==> config.mk <==
export PLATFORM = sky130hd
export DESIGN_NAME = eight_bit_event_timer
export DESIGN_NICKNAME = d
export VERILOG_FILES = /design/src/common/event_timer_pkg.sv /design/src/rtl/eight_bit_event_timer.sv /design/src/rtl/count_tick_gen.sv
export SDC_FILE = /design/constraint.sdc
export NUM_CORES = 1
export LEC_CHECK = 0
export BUFFER_PORTS_ARGS = -buffer_cell sky130_fd_sc_hd__clkbuf_2
export CAP_MARGIN = 10
export CORE_MARGIN = 4
export CORE_UTILIZATION = 50
export CTS_CLUSTER_DIAMETER = 60
export DETAILED_ROUTE_END_ITERATION = 10
export PLACE_DENSITY = 0.8
export SETUP_SLACK_MARGIN = 0.15
export SLEW_MARGIN = 5
export SYNTH_ARGS = -nofsm -noshare
export SYNTH_HDL_FRONTEND = slang
export SYNTH_SLANG_ARGS = --single-unit
==> constraint.sdc <==
create_clock -name clk -period 4.35 [get_ports clk]
set_clock_uncertainty 0.15 [all_clocks]
set_input_delay 0.2175 -clock clk [delete_from_list [all_inputs] [get_ports clk]]
set_output_delay 0.2175 -clock clk [all_outputs]
set_load 0.05 [all_outputs]
==> src/common/event_timer_pkg.sv <==
package event_timer_pkg;

   ////////////////////////////////////////////////////////////////////////////
   // register indices; byte address is four times the index
   localparam logic [31:0] MODE_IDX = 32'h0000ff43;
   localparam logic [31:0] CLKSEL_IDX = 32'h0000ff6a;
   localparam logic [31:0] CMP_IDX = 32'h0000ff44;
   localparam logic [31:0] CNT_IDX = 32'h0000ff45;
   localparam logic [31:0] MODE_ADDR = {MODE_IDX[29:0], 2'b00};
   localparam logic [31:0] CLKSEL_ADDR = {CLKSEL_IDX[29:0], 2'b00};
   localparam logic [31:0] CMP_ADDR = {CMP_IDX[29:0], 2'b00};
   localparam logic [31:0] CNT_ADDR = {CNT_IDX[29:0], 2'b00};

   ////////////////////////////////////////////////////////////////////////////
   // mode control bit positions
   localparam int RUN_BIT = 7;
   localparam int PWM_BIT = 6;
   localparam int SET_BIT = 3;
   localparam int CLR_BIT = 2;
   localparam int INV_BIT = 1;
   localparam int OE_BIT = 0;

   ////////////////////////////////////////////////////////////////////////////
   // reset values
   localparam logic [7:0] MODE_RESET = 8'h00;
   localparam logic [2:0] CLKSEL_RESET = 3'h0;
   localparam logic [7:0] CMP_RESET = 8'h00;

   ////////////////////////////////////////////////////////////////////////////
   // count clock select codes
   localparam logic [2:0] SEL_EXT_FALL = 3'h0;
   localparam logic [2:0] SEL_EXT_RISE = 3'h1;
   localparam logic [2:0] SEL_DIV1 = 3'h2;
   localparam logic [2:0] SEL_DIV2 = 3'h3;
   localparam logic [2:0] SEL_DIV4 = 3'h4;
   localparam logic [2:0] SEL_DIV64 = 3'h5;
   localparam logic [2:0] SEL_DIV256 = 3'h6;
   localparam logic [2:0] SEL_DIV8192 = 3'h7;

   // prescaler width and tap positions (log2 of each divide ratio)
   localparam int PRE_W = 13;
   localparam int TAP_DIV2 = 1;
   localparam int TAP_DIV4 = 2;
   localparam int TAP_DIV64 = 6;
   localparam int TAP_DIV256 = 8;
   localparam int TAP_DIV8192 = 13;

endpackage

==> src/rtl/eight_bit_event_timer.sv <==
// Added by the designer: the APB slave port.
`timescale 1ns/1ps
// Function
// - clock select code picks edge or divider
// - reset clears clock select to zero
// - run bit enables counting, clear stops
// - mode bit: match clear or PWM
// - set/clear pair drives output flip-flop
// - set/clear ignored in PWM mode
// - set/clear bits read back as zero
// - bit1: inversion enable or active level
// - output enable gates pin, else low
// - stopping PWM drives output inactive
// - output settings apply at once, running or not
module eight_bit_event_timer
(
   // clock and reset
   input wire logic clk,
   input wire logic rst,
   // apb slave
   input wire logic psel,
   input wire logic penable,
   input wire logic pwrite,
   input wire logic [31:0] paddr,
   input wire logic [31:0] pwdata,
   output logic [31:0] prdata,
   output logic pready,
   output logic pslverr,
   // pins
   input wire logic external_count_input,
   output logic timer_output_pin
);

   typedef struct packed
   {
      logic ext_meta;
      logic ext_sync;
      logic run;
      logic pwm;
      logic inv_lvl;
      logic oe;
      logic [2:0] clk_sel;
      logic [7:0] cmp;
      logic [7:0] cnt;
      logic out_ff;
      logic pin;
      logic pready;
      logic pslverr;
      logic [31:0] prdata;
   } timer_state_t;

   timer_state_t s;
   timer_state_t n;
   logic tick;
   logic setup_seen;
   logic commit;
   logic wr_mode;
   logic wr_clksel;
   logic wr_cmp;
   logic hit;
   logic match;
   logic pwm_active;
   logic [7:0] wbyte;

   ////////////////////////////////////////////////////////////////////////////
   // count pulse generation
   count_tick_gen u_count_tick_gen
   (
      .clk(clk),
      .rst(rst),
      .ext_level(s.ext_sync),
      .sel(s.clk_sel),
      .run(s.run),
      .tick(tick)
   );

   ////////////////////////////////////////////////////////////////////////////
   // bus decode; one wait state so read data leave a flop
   always_comb
   begin
      wbyte = pwdata[7:0];
      setup_seen = psel & penable & ~s.pready;
      commit = psel & penable & s.pready;
      hit = (paddr == event_timer_pkg::MODE_ADDR) | (paddr == event_timer_pkg::CLKSEL_ADDR)
         | (paddr == event_timer_pkg::CMP_ADDR) | (paddr == event_timer_pkg::CNT_ADDR);
      wr_mode = commit & pwrite & (paddr == event_timer_pkg::MODE_ADDR);
      wr_clksel = commit & pwrite & (paddr == event_timer_pkg::CLKSEL_ADDR);
      wr_cmp = commit & pwrite & (paddr == event_timer_pkg::CMP_ADDR);
      match = s.cnt == s.cmp;
   end

   ////////////////////////////////////////////////////////////////////////////
   always_comb
   begin
      n = s;
      n.ext_meta = external_count_input;
      n.ext_sync = s.ext_meta;
      n.pready = setup_seen;
      n.pslverr = setup_seen & ~hit;
      n.prdata = 32'h00000000;
      if (setup_seen & ~pwrite)
      begin
         if (paddr == event_timer_pkg::MODE_ADDR)
         begin
            // set/clear bits are write-only and read as zero
            n.prdata[event_timer_pkg::RUN_BIT] = s.run;
            n.prdata[event_timer_pkg::PWM_BIT] = s.pwm;
            n.prdata[event_timer_pkg::INV_BIT] = s.inv_lvl;
            n.prdata[event_timer_pkg::OE_BIT] = s.oe;
         end
         else if (paddr == event_timer_pkg::CLKSEL_ADDR)
         begin
            n.prdata[2:0] = s.clk_sel;
         end
         else if (paddr == event_timer_pkg::CMP_ADDR)
         begin
            n.prdata[7:0] = s.cmp;
         end
         else if (paddr == event_timer_pkg::CNT_ADDR)
         begin
            n.prdata[7:0] = s.cnt;
         end
      end

      // counter; a stopped counter is held at zero
      if (!s.run)
      begin
         n.cnt = 8'h00;
      end
      else if (tick)
      begin
         if (!s.pwm && match)
         begin
            n.cnt = 8'h00;
            n.out_ff = s.out_ff ^ s.inv_lvl;
         end
         else
         begin
            n.cnt = s.cnt + 8'h01;
         end
      end

      // a set or clear write wins over a same-cycle toggle
      if (wr_mode)
      begin
         n.run = wbyte[event_timer_pkg::RUN_BIT];
         n.pwm = wbyte[event_timer_pkg::PWM_BIT];
         n.inv_lvl = wbyte[event_timer_pkg::INV_BIT];
         n.oe = wbyte[event_timer_pkg::OE_BIT];
         if (!wbyte[event_timer_pkg::PWM_BIT])
         begin
            // 11 is prohibited and treated as no change
            case ({wbyte[event_timer_pkg::SET_BIT], wbyte[event_timer_pkg::CLR_BIT]})
               2'b10: n.out_ff = 1'b1;
               2'b01: n.out_ff = 1'b0;
               default: n.out_ff = n.out_ff;
            endcase
         end
      end
      if (wr_clksel)
      begin
         // upper bits are not stored, software keeps them zero
         n.clk_sel = wbyte[2:0];
      end
      if (wr_cmp)
      begin
         n.cmp = wbyte;
      end

      // output path built from the next settings so changes show at once
      pwm_active = n.run & (n.cnt < n.cmp);
      if (n.pwm)
      begin
         n.pin = n.oe & (pwm_active ^ n.inv_lvl);
      end
      else
      begin
         n.pin = n.oe & n.out_ff;
      end
   end

   ////////////////////////////////////////////////////////////////////////////
   always_ff @(posedge clk)
   begin
      if (rst)
      begin
         s <= '0;
         s.run <= event_timer_pkg::MODE_RESET[event_timer_pkg::RUN_BIT];
         s.pwm <= event_timer_pkg::MODE_RESET[event_timer_pkg::PWM_BIT];
         s.inv_lvl <= event_timer_pkg::MODE_RESET[event_timer_pkg::INV_BIT];
         s.oe <= event_timer_pkg::MODE_RESET[event_timer_pkg::OE_BIT];
         s.clk_sel <= event_timer_pkg::CLKSEL_RESET;
         s.cmp <= event_timer_pkg::CMP_RESET;
      end
      else
      begin
         s <= n;
      end
   end

   assign prdata = s.prdata;
   assign pready = s.pready;
   assign pslverr = s.pslverr;
   assign timer_output_pin = s.pin;
endmodule

==> src/rtl/count_tick_gen.sv <==
`timescale 1ns/1ps
module count_tick_gen
(
   // clock and reset
   input wire logic clk,
   input wire logic rst,
   // selection
   input wire logic ext_level,
   input wire logic [2:0] sel,
   input wire logic run,
   // one-cycle count pulse
   output logic tick
);

   typedef struct packed
   {
      logic [event_timer_pkg::PRE_W-1:0] pre;
      logic ext_prev;
      logic tick;
   } tick_state_t;

   tick_state_t s;
   tick_state_t n;

   ////////////////////////////////////////////////////////////////////////////
   // prescaler runs free, so a stopped timer restarts on an arbitrary phase
   always_comb
   begin
      n = s;
      n.pre = s.pre + 13'h0001;
      n.ext_prev = ext_level;
      case (sel)
         event_timer_pkg::SEL_EXT_FALL: n.tick = run & s.ext_prev & ~ext_level;
         event_timer_pkg::SEL_EXT_RISE: n.tick = run & ~s.ext_prev & ext_level;
         event_timer_pkg::SEL_DIV1: n.tick = run;
         event_timer_pkg::SEL_DIV2: n.tick = run & (&s.pre[event_timer_pkg::TAP_DIV2-1:0]);
         event_timer_pkg::SEL_DIV4: n.tick = run & (&s.pre[event_timer_pkg::TAP_DIV4-1:0]);
         event_timer_pkg::SEL_DIV64: n.tick = run & (&s.pre[event_timer_pkg::TAP_DIV64-1:0]);
         event_timer_pkg::SEL_DIV256: n.tick = run & (&s.pre[event_timer_pkg::TAP_DIV256-1:0]);
         event_timer_pkg::SEL_DIV8192: n.tick = run & (&s.pre[event_timer_pkg::TAP_DIV8192-1:0]);
         default: n.tick = 1'b0;
      endcase
   end

   always_ff @(posedge clk)
   begin
      if (rst)
      begin
         s <= '0;
      end
      else
      begin
         s <= n;
      end
   end

   assign tick = s.tick;
endmodule

==> reports/qor.csv, run 1 <==
stage;metric;value;unit
power_and_ir_drop;cellPowerDensity;271;nW/um^2
finish;nets;444;
critical_path;start_kind;register;
timing;maxSlewViolCount;0;
timing;fin_crit;3.42;ns
floorplanning;num_rows;27;
logic_synthesis;synthArstFlopShare;0;
clocking;ctsRootBufferMaster;clkbuf_8;
logic_synthesis;synth-simple-area-share;0.256;
logic_synthesis;synth_area_per_cell;9.22;sq um
logic_synthesis;synthMuxAreaShare;0.0895;
global_route;grt.met2_usage;0.303;
global_route;grt_busiest_layer;met2;
clocking;h-tree-depth;2;
clocking;cts.sinks;52;
critical_path;arrival;3.52;ns
flow_run;drv_cap;0;
routing;first_pass_iters;4;
critical_path;max_stage_delay;0.49;ns
finish;final_common_cell;clkbuf_2;
place;numPortBuffers;56;
floorplanning;initial_utilization;0.524;
global_route;antenna_found_initial;0;
timing;worstMarginPinSlew;0.874;ns
floorplanning;io_pins;105;
timing;finalCritPeriodShare;0.787;
place;place_congestion;0.855;
power_and_ir_drop;p_sw;0.241;mW
clocking;clock_path_buffers;2;
logic_synthesis;yosysWarnings;0;
routing;viasPerCell;5.19;
logic_synthesis;ys_ff_latch;52;
timing;fmax;0.292;GHz
critical_path;crit_chain;xnor2_1, nand3b_1, o31ai_1, buf_4, nor2_1, ha_1, a21oi_1, nor2b_1, o21ai_0, or2b_2, a2111oi_1, mux2_4, o21ai_2;
finish;antenna-diode-count;0;
routing;post-route-drc-count;0;
logic_synthesis;synth_area;2920;sq um
critical_path;crit_slowest_cell;dfxtp_1;
timing;max_slew_margin;0.417;
clocking;post_cts_buffers;0;
finish;syn_to_final_growth;8.69;%
logic_synthesis;seq_area_frac_synth;0.356;
floorplanning;dieHeight;84.4;microns
critical_path;end_kind;register;
status;outcome;finished clean;
clocking;cts-buffers-inserted;5;
global_route;gr-total-overflow;0;
global_route;grt_max_degree;44;
clocking;clkSlewWorstSetupHoldPaths;0.10;ns
logic_synthesis;dominantRegCellSynth;dfxtp_1;
critical_path;path_max_fanout;15;
routing;drt_iter0_drc;101;
timing;timing_hold_violations_final;0;
power_and_ir_drop;p_sw_frac;0.280;
place;place_ws;0.779;ns
timing;fin_ws;0.926;ns
worst_hold_path;min_path_type;in2reg;
routing;drt-total-wl;6020;microns
finish;final_cell_mix;56 x clkbuf_2, 52 x dfxtp_1, 44 x nor2_1;
critical_path;required;4.45;ns
critical_path;critPathKind;reg2reg;
finish;drive_gt1_frac;0.238;
power_and_ir_drop;seqPwrFrac;0.562;
logic_synthesis;synth_top_family_by_area;simple AND/OR/NAND/NOR gates;
logic_synthesis;synth_edf_count;0;
clocking;holdBufCountCts;1;
floorplanning;core;5570;sq um
power_and_ir_drop;power_frac_clock;0.325;
routing;vias;2268;
logic_synthesis;syn_inst;317;
global_route;met3_usage;0.0363;
clocking;insertion_delay;0.31;ns
routing;ant_nets;0;
power_and_ir_drop;p_leak;1.32;nW
global_route;grt_pass1_wl;10200;microns
logic_synthesis;synth-compound-area-share;0.0677;
timing;setup_viol;0;
logic_synthesis;yosys.area_share.adder;0.0428;
routing;wire_per_inst;13.8;microns
clocking;post_cts_resized;0;
timing;timing.setup.tns;0;ns
power_and_ir_drop;p_int;0.619;mW
power_and_ir_drop;pwr-share-comb;0.114;
logic_synthesis;synth-xor-area-share;0.0749;
floorplanning;die_w;84.4;microns
logic_synthesis;synthDistinctLibCells;54;
global_route;grt_pass1_vias;2313;
global_route;grt_usage;0.173;
place;dp_hpwl;4740;microns
floorplanning;die_area;7130;sq um
clocking;tritoncts;yes;
timing;rsz0062_at_grt;false;
finish;final_core_util;0.570;
global_route;use_met1;0.216;
power_and_ir_drop;vdd_drop_max;0.200;mV
[cells by family (layout without fill, tap and decap cells)]
logic type / after synthesis / in the layout
multiplexers: 25 / 25
AND/OR/NAND/NOR: 129 / 129
buffers and inverters: 45 / 70
AO/OA/AOI/OAI: 30 / 30
flip-flops: 52 / 52
adder cells (fa/ha/maj): 10 / 10
other: 1 / 24
XOR/XNOR: 25 / 25
[synthesized netlist by cell type, types with 3 or more instances]
library cell  number  area (sq um)
and4_1             3          26.3
and3_1             3          18.8
nor4b_1            3          26.3
dfxtp_1           52          1040
ha_1              10           125
clkbuf_1           7          26.3
nor2b_1            6          37.5
nor2_1            44           165
o21ai_0            9          45.0
buf_4             32           240
nand2_1           13          48.8
mux2_2             5          56.3
nand3_1           12          60.1
mux2i_1           19           190
nor4_1             5          31.3
a21oi_1            7          35.0
xnor2_1           13           114
nor3_1            12          60.1
inv_1              4          15.0
nand4_1            6          37.5
xor2_1            12           105
[critical path: cells and delay by family (launching register included)]
kind                       cells  cell delay [ns]
and+or+nand+nor                4             0.59
DFF                            1             0.49
adders and majority gates      1             0.29
xor gates and xnor gates       1             0.16
AOI/OAI and AO/OA              5             1.08
muxes                          1             0.35
buffers and inverters          1             0.23
[layout make-up]
cell class              instances  area (sq um)
multi-input cells             243          1640
well taps                      72          90.1
flip-flops and latches         52          1040
fillers                       522          2400
clock inverters                 3          21.3
clock buffers                   5          68.8
inverters                       4          15.0
repair buffers                 58           298
[layer usage]
| metal | part of all wire | vias up |
|---|---|---|
| li1 | - | 1151 |
| met1 | 0.43 | 1070 |
| met2 | 0.51 | 40 |
| met3 | 0.045 | 7 |
| met4 | 0.0078 | 0 |
| met5 | 0 | - |
[flip-flops by register name (all words and copies together), names as in the netlist]
| name | cells |
|---|---|
| n | 1 |
| prdata | 8 |
| pready | 1 |
| pslverr | 1 |
| s | 25 |
| timer_output_pin | 1 |
| u_count_tick_gen.s | 14 |
| u_count_tick_gen.tick | 1 |
[per-stage QoR]
step           hold slack, ns  instances  cell area, sq um  power, mW
2_1_floorplan           0.196        340              3010      0.579
3_3_place_gp            0.279        428              3080      0.590
3_5_place_dp            0.292        428              3080      0.591
4_1_cts                0.0165        437              3180      0.867
5_1_grt                0.0159        437              3180      0.893
6_report               0.0203        437              3180      0.860
[final timing paths]
kind / end / slack (ns) / depth (start not counted) / startpoint
setup / recovery: timer_output_pin$_SDFF_PP0_ / 0.93 / 13 / s[36]$_SDFF_PP0_
hold / removal: s[49]$_SDFF_PP0_ / 0.02 / 3 / pwdata[5]
hold reg to reg: s[59]$_SDFF_PP0_ / 0.31 / 1 / n[59]$_SDFF_PP0_
setup reg to reg: timer_output_pin$_SDFF_PP0_ / 0.93 / 13 / s[36]$_SDFF_PP0_
[power groups by stage]
stage               sequential, mW  combinational (mW)  clock (mW)
global placement             0.494              0.0956           0
CTS                          0.483              0.0975       0.286
global route                 0.484               0.105       0.304
detailed placement           0.494              0.0965           0
finish                       0.483              0.0978       0.279
floorplan                    0.496              0.0833           0
Power figures use the tool's default switching activity.
==> inputs of run 2 (changes only) <==
- ABC_AREA: default -> 1
- CORE_UTILIZATION: 50 -> 45
- PLACE_DENSITY: 0.8 -> 0.76
- clock period: 4.35 -> 3.1 ns (I/O delays scaled with it)
==> run 2 against run 1 <==
Against the previous run: count of clock-buffer cells in the layout grew 1; sequential power grew 40%; critical path type unchanged; non-clock buffer count grew 6; hold slack lost 0.016 ns; sequential share of layout area shrank 1.9 points; setup slack lost 0.54 ns; design area grew 6.0%; total power grew 43%; final cell count grew 31%.
==> reports/qor.csv, run 2 <==
stage;metric;value;unit;change
power_and_ir_drop;power;1.23;mW;+43%
critical_path;crit_slowest_cell;dfxtp_1;;
place;dp_hpwl;5460;microns;+15%
floorplanning;dieHeight;89.6;microns;+6.1%
global_route;grt_pass1_wl;11100;microns;+8.8%
status;outcome;finished clean;;
finish;largest_register;s;;
finish;syn_to_final_growth;12.4;%;
routing;viasPerCell;4.86;;-6.4%
logic_synthesis;syn_inst;440;;+39%
routing;route.met3.wl;353;microns;+29%
routing;post-route-drc-count;0;;unchanged
finish;fillCellCount;628;;+20%
logic_synthesis;synth_top_area_cell;dfxtp_1;;
logic_synthesis;synth_commonest_cells;76 x nand2_1, 71 x nor2_1, 55 x inv_1;;
timing;timing.setup.tns;0;ns;unchanged
critical_path;r2r_start;s[38]$_SDFF_PP0_;;
logic_synthesis;synthDistinctLibCells;35;;-35%
global_route;grt_pass1_vias;2613;;+13%
timing;fmax;0.369;GHz;+26%
routing;vias;2783;;+23%
logic_synthesis;synth_edf_count;0;;unchanged
finish;final_cell_mix;76 x nand2_1, 71 x nor2_1, 56 x clkbuf_2;;
flow_run;drv_cap;0;;unchanged
logic_synthesis;synthArstFlopShare;0;;unchanged
critical_path;critPathKind;reg2reg;;
critical_path;end_kind;register;;
critical_path;path_max_fanout;4;;-11
timing;fin_crit;2.71;ns;-0.711 ns
timing;setup_viol;0;;unchanged
finish;final_common_cell;nand2_1;;
timing;whs;0.00405;ns;-0.0163 ns
floorplanning;core;6420;sq um;+15%
global_route;gr-total-overflow;0;;unchanged
logic_synthesis;synth_area_per_cell;6.81;sq um;-26%
clocking;ctsRootBufferMaster;clkbuf_8;;
critical_path;arrival;2.78;ns;-0.74 ns
logic_synthesis;synth_area_leaders;dfxtp_1 35%, nand2_1 9.5%, nor2_1 8.9%;;
timing;timing_hold_violations_final;0;;unchanged
finish;drive_gt1_frac;0.175;;-0.0630
power_and_ir_drop;vdd_drop_max;0.278;mV;+39%
clocking;cts-buffers-inserted;5;;unchanged
global_route;grt_usage;0.175;;+0.00252
critical_path;r2r_slack;0.39;ns;-0.54 ns
finish;largest_reg_flops;25;;unchanged
clocking;clock_path_buffers;2;;unchanged
clocking;h-tree-depth;2;;unchanged
logic_synthesis;dominantRegCellSynth;dfxtp_1;;
critical_path;timing.critical_path.from;s[38]$_SDFF_PP0_;;
clocking;post_cts_buffers;0;;unchanged
routing;wl_met2;3370;microns;+8.9%
routing;drt-total-wl;6780;microns;+12%
floorplanning;initial_utilization;0.466;;-0.0577
logic_synthesis;synth_top_area_frac;0.348;;-0.00878
routing;first_pass_iters;5;;+1
logic_synthesis;yosysMostFrequentCell;nand2_1;;
critical_path;crit_chain;inv_2, nor4_2, nand3_1, or2_1, nor2_1, nor3_1, ha_1, nand2_1, o21ai_0, nor2_1, nand3_1, nand2_1, nor2_1, nor2_1;;
worst_hold_path;min_from;pwdata[2];;
place;place_congestion;0.901;;+5.3%
timing;maxSlewViolCount;0;;unchanged
clocking;insertion_delay;0.31;ns;about the same
finish;nets;575;;+30%
timing;max_slew_margin;0.625;;+0.208
finish;antenna-diode-count;0;;unchanged
place;numPortBuffers;56;;unchanged
power_and_ir_drop;cellPowerDensity;365;nW/um^2;+35%
critical_path;max_stage_delay;0.40;ns;-0.09 ns
finish;final_cell_area;3370;sq um;+6.0%
critical_path;required;3.16;ns;-1.29 ns
logic_synthesis;yosysWarnings;0;;unchanged
timing;finalCritPeriodShare;0.875;;+0.0881
routing;wire_per_inst;11.8;microns;-14%
power_and_ir_drop;p_leak;1.54;nW;+17%
logic_synthesis;seq_area_frac_synth;0.348;;-0.00878
routing;routed.top_layer;met4;;
clocking;cts.sinks;52;;unchanged
routing;drt_iter0_drc;137;;+36%
floorplanning;die_w;89.6;microns;+6.1%
floorplanning;die_area;8030;sq um;+13%
routing;ant_nets;0;;unchanged
routing;met1_length;2920;microns;+12%
timing;fin_ws;0.387;ns;-0.539 ns
critical_path;timing.critical_path.mode_cell;nor2_1;;
logic_synthesis;synth_area;3000;sq um;+2.5%
place;dpl-instance-area;3220;sq um;+4.8%
critical_path;start_kind;register;;
worst_hold_path;min_path_type;in2reg;;
floorplanning;io_pins;105;;unchanged
logic_synthesis;ys_ff_latch;52;;unchanged
timing;worstMarginPinSlew;0.558;ns;-0.316 ns
clocking;clkSlewWorstSetupHoldPaths;0.10;ns;about the same
timing;rsz0062_at_grt;false;;
place;place_ws;0.325;ns;-0.454 ns
clocking;tritoncts;yes;;
floorplanning;num_rows;29;;+7.4%
global_route;antenna_found_initial;0;;unchanged
global_route;grt_max_degree;33;;-25%
run 2: changes by cell type in the layout (fill, tap and decap cells not counted), sizes merged, moves of 6 or more:
cell	delta
nand2	+67
inv	+58
nor2	+28
o21ai	+18
mux2i	-17
xnor2	-13
a21oi	+9
mux2	-6
nor2b	-6
run 2: per-stage QoR:
step / std cells / utilization
final: 573 / 0.524
after global routing: 573 / 0.524
after CTS: 573 / 0.523
after detailed placement: 561 / 0.502
after global placement: 561 / 0.502
after floorplan: 463 / -
run 2: cell type report:
cell class	count	area, sq um	share of cell area
multi-input cells	309	1540	0.459
flip-flops and latches	52	1040	0.309
repair buffers	64	350	0.104
inverters	63	236	0.0703
well taps	77	96.3	0.0286
clock buffers	6	82.6	0.0245
clock inverters	2	15.0	0.00446
run 2: per-layer routing:
layer	global-route usage	vias up
li1	-	1467
met1	0.213	1239
met2	0.305	65
met3	0.0365	12
met4	0.0609	0
met5	0	-
run 2: kinds of logic (layout without fill, tap and decap cells):
kind of cell / count (synthesis) / count (layout) / share of synthesized area
xor gates and xnor gates: 7 / 7 / 0.0205
AOI/OAI and AO/OA: 56 / 56 / 0.102
muxes: 2 / 2 / 0.00668
buffers and inverters: 102 / 135 / 0.168
and+or+nand+nor: 210 / 210 / 0.312
other: 1 / 24 / 0.00125
adders and majority gates: 10 / 10 / 0.0418
DFF: 52 / 52 / 0.348
run 2: final timing paths:
kind | end | depth (start not counted)
worst max-delay path | timer_output_pin$_SDFF_PP0_ | 14
worst min-delay path | s[54]$_SDFFE_PP0P_ | 3
worst max register to register | timer_output_pin$_SDFF_PP0_ | 14
worst min register to register | s[59]$_SDFF_PP0_ | 2
run 2: critical path, delay by kind of cell (launching register included):
| kind | cells | cell delay [ns] |
|---|---|---|
| AND/OR/NAND/NOR | 11 | 1.42 |
| flip-flops | 1 | 0.40 |
| adder cells (fa/ha/maj) | 1 | 0.31 |
| AO/OA/AOI/OAI | 1 | 0.26 |
| buffers and inverters | 1 | 0.08 |
run 2: power by group:
group          total [mW]  switching, mW  internal, mW
combinational       0.144          0.108        0.0355
clock               0.409          0.228         0.181
sequential          0.677        0.00336         0.673
total                1.23          0.339         0.890
run 2: repair_timing:
action | in CTS | in global routing
endpoints found under the setup margin | 0 | 1
hold buffers | 4 | 0
resized for setup | 0 | 1
endpoints found under the hold margin | 4 | 0
==> inputs of run 3 (changes only) <==
- CORE_UTILIZATION: 45 -> 47
- CTS_BUF_LIST: default -> sky130_fd_sc_hd__clkbuf_8
- PLACE_DENSITY: 0.76 -> 0.79
==> run 3 against run 2 <==
Against the previous run: critical endpoint unchanged; routed wire length grew 0.25%; non-clock buffer count grew 2; largest cell class unchanged; total power grew 4.5%.
==> reports/qor.csv, run 3 (synthesis gave the netlist of run 2 again) <==
stage;metric;value;unit;change
critical_path;timing.critical_path.mode_cell;nor2_1;;
global_route;grt_pass1_wl;10900;microns;-1.6%
global_route;antenna_found_initial;0;;unchanged
finish;final_core_util;0.562;;+0.0375
power_and_ir_drop;cellPowerDensity;377;nW/um^2;+3.4%
finish;antenna-diode-count;0;;unchanged
critical_path;crit_chain;inv_2, nor4_4, nand3_1, or2_1, nor2_1, nor3_1, ha_1, nand2_1, o21ai_0, nor2_1, nand3_1, nand2_1, nor2_1, nor2_1;;
routing;drt-total-wl;6790;microns;+0.25%
routing;wire_per_inst;11.9;microns;+0.25%
finish;drive_gt1_frac;0.177;;+0.00130
finish;final_common_cell;nand2_1;;
floorplanning;die_area;7710;sq um;-3.9%
floorplanning;io_pins;105;;unchanged
finish;largest_register;s;;
critical_path;max_stage_delay;0.41;ns;about the same
finish;fillCellCount;569;;-9.4%
global_route;grt_max_degree;33;;unchanged
routing;first_pass_iters;5;;unchanged
power_and_ir_drop;p_leak;1.58;nW;+2.3%
routing;ant_nets;0;;unchanged
critical_path;cpLargestDelayFamily;simple AND/OR/NAND/NOR gates;;
global_route;grt_pass1_vias;2573;;-1.5%
power_and_ir_drop;vdd_drop_max;0.254;mV;-8.9%
critical_path;crit_cells;14;;unchanged
floorplanning;num_rows;28;;-3.4%
worst_hold_path;whs_path_depth;3;;unchanged
place;place_ws;0.209;ns;-0.116 ns
clocking;tritoncts;yes;;
clocking;insertion_delay;0.31;ns;about the same
finish;nets;577;;+0.35%
critical_path;critPathKind;reg2reg;;
critical_path;start_kind;register;;
floorplanning;initial_utilization;0.494;;+0.0278
timing;timing_hold_violations_final;0;;unchanged
finish;final_cell_mix;76 x nand2_1, 71 x nor2_1, 56 x clkbuf_2;;
critical_path;crit_slowest_cell;dfxtp_1;;
routing;viasPerCell;4.94;;+1.8%
critical_path;end_kind;register;;
place;numPortBuffers;56;;unchanged
timing;whs;0.0172;ns;+0.0131 ns
timing;finalCritPeriodShare;0.869;;-0.00609
finish;largest_reg_flops;25;;unchanged
timing;max_slew_margin;0.659;;+0.0344
routing;drt_iter0_drc;175;;+28%
floorplanning;dieHeight;87.8;microns;-2.0%
clocking;ctsRootBufferMaster;clkbuf_8;;
clocking;clkSlewWorstSetupHoldPaths;0.10;ns;about the same
place;place_congestion;0.903;;+0.29%
clocking;cts.sinks;52;;unchanged
critical_path;path_max_fanout;4;;unchanged
power_and_ir_drop;power;1.28;mW;+4.5%
floorplanning;core;6060;sq um;-5.6%
timing;fmax;0.371;GHz;+0.70%
global_route;grt_usage;0.177;;+0.00167
critical_path;cp.buffers_inverters;1;;unchanged
flow_run;drv_cap;0;;unchanged
timing;timing.setup.tns;0;ns;unchanged
timing;fin_crit;2.69;ns;-0.0189 ns
floorplanning;die_w;87.8;microns;-2.0%
global_route;gr-total-overflow;0;;unchanged
critical_path;required;3.16;ns;about the same
status;outcome;finished clean;;
worst_hold_path;min_path_type;in2reg;;
timing;setup_viol;0;;unchanged
routing;post-route-drc-count;0;;unchanged
timing;maxSlewViolCount;0;;unchanged
clocking;post_cts_buffers;0;;unchanged
place;dp_hpwl;5450;microns;about the same
timing;rsz0062_at_grt;false;;
critical_path;rr_worst_depth;14;;unchanged
clocking;clock_path_buffers;2;;unchanged
critical_path;arrival;2.76;ns;-0.02 ns
finish;syn_to_final_growth;13.6;%;
clocking;cts-buffers-inserted;5;;unchanged
timing;fin_ws;0.406;ns;+0.0189 ns
routing;vias;2833;;+1.8%
clocking;h-tree-depth;2;;unchanged
critical_path;r2r_slack;0.41;ns;+0.02 ns
timing;worstMarginPinSlew;0.507;ns;-0.0512 ns
run 3: cell count changes in the layout (fill, tap and decap cells not counted), sizes merged:
cell / delta
dlygate4sd3: +1
clkinv: +1
clkinvlp: -1
buf: +1
bufinv: +1
clkbuf: -1
run 3: through the flow:
stage          cell area (sq um)  instances
2_1_floorplan               3080        463
3_3_place_gp                3230        560
3_5_place_dp                3230        560
4_1_cts                     3390        573
5_1_grt                     3400        573
6_report                    3400        573
run 3: final cells by class:
class	instances	area, sq um	share of cell area
multi-input cells	309	1550	0.456
flip-flops and latches	52	1040	0.306
repair buffers	66	368	0.108
inverters	63	236	0.0695
well taps	75	93.8	0.0276
clock buffers	5	68.8	0.0202
clock inverters	3	42.5	0.0125
run 3: worst paths after layout:
kind | startpoint | to
hold reg to reg | n[59]$_SDFF_PP0_ | s[59]$_SDFF_PP0_
setup / recovery | s[36]$_SDFF_PP0_ | timer_output_pin$_SDFF_PP0_
hold / removal | pwdata[7] | s[58]$_SDFF_PP0_
setup reg to reg | s[36]$_SDFF_PP0_ | timer_output_pin$_SDFF_PP0_
run 3: worst reg2reg max path: stages, from the launching register on:
cell and delay, ns:
dfxtp_1 0.41, inv_2 0.09, nor4_4 0.31, nand3_1 0.17, or2_1 0.26, nor2_1 0.14
nor3_1 0.07, ha_1 0.30, nand2_1 0.06, o21ai_0 0.27, nor2_1 0.11, nand3_1 0.09
nand2_1 0.05, nor2_1 0.08, nor2_1 0.05
run 3: routing by layer:
metal	up-vias	global-route usage	part of all wire
met2	75	0.311	0.50
met1	1270	0.214	0.42
met5	-	0	0
li1	1477	-	-
met4	0	0.0642	0.019
met3	11	0.0329	0.056
run 3: report_power, final:
| group | switching (mW) | internal, mW |
|---|---|---|
| Combinational | 0.108 | 0.0364 |
| Sequential | 0.00361 | 0.673 |
| Clock | 0.224 | 0.239 |
run 3: repair_timing:
| item | CTS | global route |
|---|---|---|
| endpoints found under the hold margin | 5 | 0 |
| resized for setup | 0 | 2 |
| setup endpoints to repair | 0 | 1 |
| hold buffers | 5 | 0 |
